File: src/hdl/sbg_regs.svh
// Register map, field positions and reset values of the serial port
// Functional notes
// - Baud generator is 8-bit after reset, 16-bit when wide select set.
// - Divisor byte pair is the reload value setting the baud timer period.
// - Async multiplier chosen by high-speed bit and wide select together.
// - Synchronous mode ignores the high-speed bit.
// - Async 8-bit low-speed rate is clock over 64 times divisor plus one.
// - Writing either divisor byte clears the baud timer at once.
// - One clock line, one two-way data line, never send and receive together.
// - Clocked mode sends no start or stop bits.
// - Sync select makes the port synchronous; clock source makes it master.
// - Master transmits only while both receive enables are clear.
// - Port works only while its port enable bit is set.
// - Master drives bit clock; clock pin driver on whenever sync configured.
// - Data changes on leading edge, held through trailing edge.
// - Exactly one clock pulse per data bit, none extra.
// - Polarity set: idle high, change on fall; clear: idle low, on rise.
// - Transmit data leaves on data pin; data and clock drivers enabled.
// - Holding write starts transfer; moves at once into empty shift register.
// - New character waits in holding register until previous last bit sent.
// - Shift register is not reachable by software.
`ifndef SBG_REGS_SVH
`define SBG_REGS_SVH
`define SBG_OFS_CTRL   8'h00
`define SBG_OFS_BAUD   8'h04
`define SBG_OFS_DIVLO  8'h08
`define SBG_OFS_DIVHI  8'h0c
`define SBG_OFS_HOLD   8'h10
`define SBG_OFS_STAT   8'h14
`define SBG_RST_DIV    8'h00
`define SBG_RST_CTRL   11'h000
`define SBG_BIT_NINTH  8
`define SBG_PRE_LOW    5'h1f
`define SBG_PRE_MID    5'h07
`define SBG_PRE_HIGH   5'h01
`define SBG_BITS_8     4'h8
`define SBG_BITS_9     4'h9
`endif

File: src/hdl/sbg_pkg.sv
// Types shared by the serial baud generator and synchronous transmitter
package sbg_pkg;
    typedef struct packed {
        logic clk_pol;
        logic wide_sel;
        logic high_speed;
        logic crx_en;
        logic srx_en;
        logic ninth_val;
        logic ninth_en;
        logic tx_en;
        logic clk_master;
        logic sync_mode;
        logic port_en;
    } sbg_ctrl_s;

    typedef enum logic [1:0] {SBG_IDLE, SBG_LEAD, SBG_TRAIL} sbg_tx_e;

    typedef struct packed {
        logic [7:0]  address;
        logic        read;
        logic        write;
        logic [31:0] writedata;
    } sbg_avreq_s;

    typedef struct packed {
        logic [31:0] readdata;
        logic        waitrequest;
    } sbg_avrsp_s;

    typedef struct packed {
        logic out;
        logic oe;
    } sbg_pin_s;
endpackage : sbg_pkg

File: src/hdl/sbg_top.sv
// Baud generator and synchronous master transmitter with Avalon-MM slave
//
// The placing of the registers and register access over Avalon-MM are this design's own decisions.
`timescale 1ns/10ps
`include "sbg_regs.svh"
module sbg_top #(
    parameter int ADDR_W = 8
) (
    // Clock and reset
    input  wire logic              sys_clk_in,
    input  wire logic              arst_n_in,
    // Avalon-MM register slave
    input  wire sbg_pkg::sbg_avreq_s avs_req_in,
    output sbg_pkg::sbg_avrsp_s    avs_rsp_out,
    // Clock pin and two-way data pin
    output sbg_pkg::sbg_pin_s      clock_pin_out,
    input  wire logic              data_pin_in,
    output sbg_pkg::sbg_pin_s      data_pin_out
);
    import sbg_pkg::*;

    if (ADDR_W != 8) begin : g_bad_addr
        $error("sbg_top: ADDR_W must be 8");
    end

    typedef struct packed {
        sbg_ctrl_s   ctrl;
        logic [7:0]  div_lo;
        logic [7:0]  div_hi;
        logic [7:0]  hold;
        logic        hold_ninth;
        logic        hold_full;
        logic [8:0]  shift;
        logic [3:0]  bits_left;
        sbg_tx_e     tx_st;
        logic [4:0]  pre_cnt;
        logic [15:0] brg_cnt;
        logic        half_tick;
        logic        ck_out;
        logic        dt_out;
        logic        ack;
        logic [31:0] rdata;
        logic [1:0]  dt_sync;
    } sbg_state_s;

    sbg_state_s q;
    sbg_state_s d;

    logic        take;
    logic        commit;
    logic        div_wr;
    logic        tx_dir;
    logic        sync_cfg;
    logic [4:0]  pre_top;
    logic [15:0] reload;

    function automatic logic hit(input logic [7:0] a,
                                 input logic [7:0] ofs);
        hit = (a == ofs);
    endfunction : hit

    // Waitrequest drops one cycle after a request appears; a write lands
    // only at the edge that ends the wait, where the master sees it done
    assign take = (avs_req_in.read | avs_req_in.write) & ~q.ack;
    assign commit = avs_req_in.write & q.ack;
    assign div_wr = commit &
                    (hit(avs_req_in.address, `SBG_OFS_DIVLO) |
                     hit(avs_req_in.address, `SBG_OFS_DIVHI));

    assign sync_cfg = q.ctrl.port_en & q.ctrl.sync_mode &
                      q.ctrl.clk_master;
    assign tx_dir = sync_cfg & q.ctrl.tx_en &
                    ~q.ctrl.srx_en & ~q.ctrl.crx_en;

    // Prescaler gives half the period multiplier
    always_comb begin
        if (q.ctrl.sync_mode) begin
            pre_top = `SBG_PRE_HIGH;
        end else if (q.ctrl.high_speed & q.ctrl.wide_sel) begin
            pre_top = `SBG_PRE_HIGH;
        end else if (q.ctrl.high_speed | q.ctrl.wide_sel) begin
            pre_top = `SBG_PRE_MID;
        end else begin
            pre_top = `SBG_PRE_LOW;
        end
    end

    // 8-bit mode ignores the high byte
    assign reload = q.ctrl.wide_sel ? {q.div_hi, q.div_lo}
                                    : {8'h00, q.div_lo};

    always_comb begin
        d = q;
        d.half_tick = 1'b0;
        d.dt_sync = {q.dt_sync[0], data_pin_in};
        d.ack = take;

        // Register writes
        if (commit) begin
            unique case (avs_req_in.address)
                `SBG_OFS_CTRL: begin
                    d.ctrl.port_en    = avs_req_in.writedata[0];
                    d.ctrl.sync_mode  = avs_req_in.writedata[1];
                    d.ctrl.clk_master = avs_req_in.writedata[2];
                    d.ctrl.tx_en      = avs_req_in.writedata[3];
                    d.ctrl.ninth_en   = avs_req_in.writedata[4];
                    d.ctrl.ninth_val  = avs_req_in.writedata[5];
                    d.ctrl.srx_en     = avs_req_in.writedata[6];
                    d.ctrl.crx_en     = avs_req_in.writedata[7];
                    d.ctrl.high_speed = avs_req_in.writedata[8];
                end
                `SBG_OFS_BAUD: begin
                    d.ctrl.wide_sel = avs_req_in.writedata[0];
                    d.ctrl.clk_pol  = avs_req_in.writedata[1];
                end
                `SBG_OFS_DIVLO: d.div_lo = avs_req_in.writedata[7:0];
                `SBG_OFS_DIVHI: d.div_hi = avs_req_in.writedata[7:0];
                default: ;
            endcase
        end

        // Register reads; the shift register has no address
        if (take && avs_req_in.read) begin
            d.rdata = 32'h0000_0000;
            unique case (avs_req_in.address)
                `SBG_OFS_CTRL: d.rdata[8:0] = {q.ctrl.high_speed,
                    q.ctrl.crx_en, q.ctrl.srx_en, q.ctrl.ninth_val,
                    q.ctrl.ninth_en, q.ctrl.tx_en, q.ctrl.clk_master,
                    q.ctrl.sync_mode, q.ctrl.port_en};
                // Receive path is absent, so the receiver is always idle
                `SBG_OFS_BAUD: d.rdata[2:0] = {1'b1, q.ctrl.clk_pol,
                                               q.ctrl.wide_sel};
                `SBG_OFS_DIVLO: d.rdata[7:0] = q.div_lo;
                `SBG_OFS_DIVHI: d.rdata[7:0] = q.div_hi;
                `SBG_OFS_STAT: d.rdata[3:0] = {q.ck_out, q.dt_sync[1],
                    q.tx_st == SBG_IDLE, ~q.hold_full};
                default: ;
            endcase
        end

        // Free running baud timer, cleared by any divisor write
        if (div_wr) begin
            d.pre_cnt = 5'h00;
            d.brg_cnt = 16'h0000;
        end else if (q.pre_cnt >= pre_top) begin
            d.pre_cnt = 5'h00;
            if (q.brg_cnt >= reload) begin
                d.brg_cnt = 16'h0000;
                d.half_tick = 1'b1;
            end else begin
                d.brg_cnt = q.brg_cnt + 16'h0001;
            end
        end else begin
            d.pre_cnt = q.pre_cnt + 5'h01;
        end

        // Holding register; a fresh write wins over the move out
        if (commit && hit(avs_req_in.address, `SBG_OFS_HOLD)) begin
            d.hold = avs_req_in.writedata[7:0];
            d.hold_ninth = q.ctrl.ninth_val;
            d.hold_full = 1'b1;
        end

        // Synchronous master transmit sequencer
        unique case (q.tx_st)
            SBG_IDLE: begin
                d.ck_out = q.ctrl.clk_pol;
                if (q.hold_full && tx_dir) begin
                    d.shift = {q.hold_ninth, q.hold};
                    d.bits_left = q.ctrl.ninth_en ? `SBG_BITS_9
                                                  : `SBG_BITS_8;
                    if (!(commit &&
                          hit(avs_req_in.address, `SBG_OFS_HOLD))) begin
                        d.hold_full = 1'b0;
                    end
                    d.tx_st = SBG_LEAD;
                end
            end
            SBG_LEAD: begin
                if (q.half_tick) begin
                    d.ck_out = ~q.ctrl.clk_pol;
                    d.dt_out = q.shift[0];
                    d.shift = {1'b0, q.shift[8:1]};
                    d.bits_left = q.bits_left - 4'h1;
                    d.tx_st = SBG_TRAIL;
                end
            end
            SBG_TRAIL: begin
                if (q.half_tick) begin
                    d.ck_out = q.ctrl.clk_pol;
                    // Next character only after the last bit left
                    if (q.bits_left == 4'h0) begin
                        d.tx_st = SBG_IDLE;
                    end else begin
                        d.tx_st = SBG_LEAD;
                    end
                end
            end
        endcase

        // Leaving transmit direction drops the character in flight
        if (!tx_dir) begin
            d.tx_st = SBG_IDLE;
            d.ck_out = q.ctrl.clk_pol;
        end
    end

    always_ff @(posedge sys_clk_in or negedge arst_n_in) begin
        if (!arst_n_in) begin
            q <= '0;
            q.ctrl <= `SBG_RST_CTRL;
            q.div_lo <= `SBG_RST_DIV;
            q.div_hi <= `SBG_RST_DIV;
            q.tx_st <= SBG_IDLE;
        end else begin
            q <= d;
        end
    end

    assign avs_rsp_out.readdata = q.rdata;
    assign avs_rsp_out.waitrequest = (avs_req_in.read |
                                      avs_req_in.write) & ~q.ack;
    // Idle clock level still follows polarity while the driver is on
    assign clock_pin_out.out = q.ck_out;
    assign clock_pin_out.oe = sync_cfg;
    assign data_pin_out.out = q.dt_out;
    assign data_pin_out.oe = tx_dir;
endmodule : sbg_top

File: config.mk
export PLATFORM = sky130hd
export DESIGN_NAME = sbg_top
export DESIGN_NICKNAME = d
export VERILOG_FILES = /design/src/hdl/sbg_pkg.sv /design/src/hdl/sbg_top.sv
export VERILOG_INCLUDE_DIRS = /design/src /design/src/hdl
export SDC_FILE = /design/constraint.sdc
export NUM_CORES = 1
export LEC_CHECK = 0
export BUFFER_PORTS_ARGS = -buffer_cell sky130_fd_sc_hd__buf_2
export CAP_MARGIN = 10
export CELL_PAD_IN_SITES_DETAIL_PLACEMENT = 1
export CELL_PAD_IN_SITES_GLOBAL_PLACEMENT = 1
export CORE_ASPECT_RATIO = 0.9
export CORE_MARGIN = 8
export CORE_UTILIZATION = 45
export DETAILED_ROUTE_END_ITERATION = 10
export GPL_TIMING_DRIVEN = 0
export PLACE_DENSITY = 0.93
export SETUP_SLACK_MARGIN = 0.15
export SLEW_MARGIN = 20
export SYNTH_ARGS = -nofsm -noshare
export SYNTH_HDL_FRONTEND = slang
export SYNTH_SLANG_ARGS = --single-unit
File: constraint.sdc
create_clock -name sys_clk_in -period 4.65 [get_ports sys_clk_in]
set_input_delay 0.2325 -clock sys_clk_in [delete_from_list [all_inputs] [get_ports sys_clk_in]]
set_output_delay 0.2325 -clock sys_clk_in [all_outputs]
set_load 0.03 [all_outputs]
==> flow_summary.yaml <==
critical_path:
  cp_max_fo: 10
  start_kind: "flop"
  reg2reg_slack_ns: 1.24
  crit_buf_inv: 3
  cp_cell_sequence: "clkbuf_1 -> nand2_1 -> ha_1 -> nand4_1 -> or4_1 -> o32ai_1 -> nor3_1 -> buf_2 -> buf_1 -> nand3_1 -> o21ai_0"
  reg2regPathDepth: 11
  cp_slowest_cell: "or4_1"
  critPathCaptureType: "flop"
  reg2reg_from: "q[109]"
  r2r_end: "q[49]"
  critPathTopFamily: "simple AND/OR/NAND/NOR gates"
  crit_arrival_ns: 3.62
  required_ns: 4.86
  critical_path.max_stage_delay_ns: 0.58
  worstSetupPathType: "flop to flop"
global_routing:
  grt_pass1_vias: 4517
  grt_antenna_before_repair: 0
  grt_pass1_wl_um: 23900
  grt_max_degree: 59
  grt_usage_pct: 20.7
  overflow: 0
cts:
  htree_levels: 3
  clockBufferDepth: 2
  cts_buffers: 9
  cts.sinks: 88
  clk_pin_slew_worst_paths_ns: 0.07
  root_buffer: "clkbuf_16"
  tritoncts: "done"
  cts_setup_buffers: 0
  clkLatencyLatePin_ns: 0.35
power:
  ir_drop_uv: 173
  p_leak_nw: 2.87
  p_per_area_nw_per_um2: 326
placement:
  gp_congestion: 0.859
  dp_hpwl_um: 9980
  placed_area_um2: 5380
  numPortBuffers: 35
cells_and_area:
  post-route-util_pct: 52.7
  drive_gt1_share_pct: 22.1
  fin_area_um2: 5680
  fillers: 1238
  num_antenna_cells: 0
  area_delta_synth_final_pct: 15.2
  nets: 646
synth:
  synth_top_cell_area_share_pct: 44.7
  synth_cell_types: 51
  yosys.area.top_type: "dfrtp_1"
  netlist_instances: 503
  netlist_area_um2: 4930
  seq_area_frac_synth_pct: 44.7
  synth.most_common_cell: "dfrtp_1"
  synth_warnings: 0
  async_flop_share_pct: 100
  ys_top_cells_by_count: "88 x dfrtp_1, 70 x nand2_1, 37 x buf_4, 37 x o21ai_0, 31 x a21oi_1"
  synth-main-ff-cell: "dfrtp_1"
  syn_area_per_cell_um2: 9.80
  synth-edff-count: 0
  ys_seq_elements: 88
  synthTopCellsByArea: "dfrtp_1 45%, ha_1 6.9%, buf_4 5.6%, nand2_1 5.3%, mux2_2 5.0%"
run:
  cap_violations: 0
die:
  core-area_um2: 10800
  dieWidth_um: 126
  row_count: 36
  dieArea_um2: 14600
  num_io_pins: 82
  chipHeight_um: 115
  start_util_pct: 45.8
sta:
  skew_ns: 0.0135
  hold_viol_final: 0
  worst_pin_slew_ns: 0.614
  rsz0062_at_grt: "false"
  period_share_pct: 73.3
  setup_viol: 0
  tns_ns: 0
  layout_min_cycle_time_ns: 3.41
  slew_headroom_pct: 58.8
  report.final.slew_viol_count: 0
  fmax_mhz: 293
drt:
  num_vias: 4130
  drt-pass1-iter-count: 5
  wire_per_inst_um: 20.3
  post-route-drc-count: 0
  viasPerCell: 5.80
  wl_um: 14500
  drtAntennaViolNets: 0
  drt_iter0_drc: 399
min_path:
  hold_path_class: "primary input to flop"
  hold_path_depth: 2
  min_to: "q[108]"
  hold_path_startpoint: "avs_req_in[8]"
run_status:
  status: "finished, final reports clean"
cells by family (layout without fill, tap and decap cells):
family / count (synthesis) / count (layout) / share of synthesized area, %
buffers and inverters: 79 / 133 / 9.09
muxes: 37 / 37 / 9.49
other: 1 / 23 / 0.0761
and+or+nand+nor: 162 / 162 / 15.9
DFF: 88 / 88 / 44.7
xor gates and xnor gates: 3 / 3 / 0.533
adders and majority gates: 27 / 27 / 6.85
AOI/OAI and AO/OA: 106 / 106 / 13.4
sequential cells by signal, indices dropped and copies added, names as in the netlist:
name and flops:
q 76, avs_rsp_out 9, clock_pin_out 1, d 1, data_pin_out 1
worst max-delay path by stage:
stage | from | endpoint | slack (ns) | cells after the start
floorplan | q[109] | q[38] | 1.99 | 10
global placement | q[109] | q[38] | 1.62 | 10
detailed placement | q[109] | q[49] | 1.40 | 11
CTS | q[109] | q[49] | 1.32 | 11
global route | q[109] | q[45] | 1.11 | 11
finish | q[109] | q[49] | 1.24 | 11
metrics by stage:
step,total power [mW],worst slack (ns),hold WS (ns),std cells
CTS,1.86,1.32,0.138,712
finish,1.85,1.24,0.135,712
detailed placement,1.17,1.40,0.207,694
global route,1.93,1.11,0.155,712
floorplan,1.07,1.99,-0.0631,525
global placement,1.14,1.62,0.341,693
final cells by class:
class / instances / area, µm² / area share [%]
flip-flops and latches: 88 / 2200 / 38.8
inverters: 23 / 86.3 / 1.52
well taps: 133 / 166 / 2.93
multi-input cells: 358 / 2360 / 41.6
clock buffers: 10 / 229 / 4.03
clock inverters: 6 / 43.8 / 0.771
plain buffers: 56 / 362 / 6.37
repair buffers: 38 / 225 / 3.97
power by group:
group          switching [mW]  total, mW  leakage [nW]  internal [mW]
clock network           0.317      0.683         0.133          0.366
logic                   0.179      0.310          1.57          0.131
registers              0.0480      0.859          1.17          0.811
per-layer routing:
metal  wire, µm  global-route usage, %
met1       6010                   24.0
met2       7160                   36.1
met3        890                   4.91
met4        420                   8.65
met5          0                      0
placed cells by master (no fill, tap or decap), types with 2 or more instances in the layout:
cell,netlist,routed
or4_1,2,2
dfrtp_1,88,88
a221o_1,3,3
inv_1,23,23
a31oi_1,2,2
o21a_1,3,3
and2_1,4,4
nor2b_1,5,5
a21oi_1,31,31
ha_1,27,27
o21ai_0,37,37
mux2_2,22,22
buf_2,4,38
or3_1,4,4
mux4_2,2,2
mux2_4,9,9
nand2b_1,2,2
conb_1,1,23
mux2i_1,4,4
xnor2_1,2,2
nor3_1,5,5
nand2_1,70,70
nor3b_1,8,8
clkbuf_16,0,9
a22o_1,13,13
clkinv_2,0,2
dlygate4sd3_1,0,2
buf_4,37,38
nand3_1,21,21
a21o_1,7,7
clkbuf_1,13,14
and3_1,10,10
nor2_1,21,21
nand4_1,3,3
inv_6,0,2
timing repair:
action	CTS	global route
setup endpoints to repair	0	0
hold endpoints to repair	31	0
hold buffers	2	0
resized for setup	0	0
(Power assumes the default switching activity.)
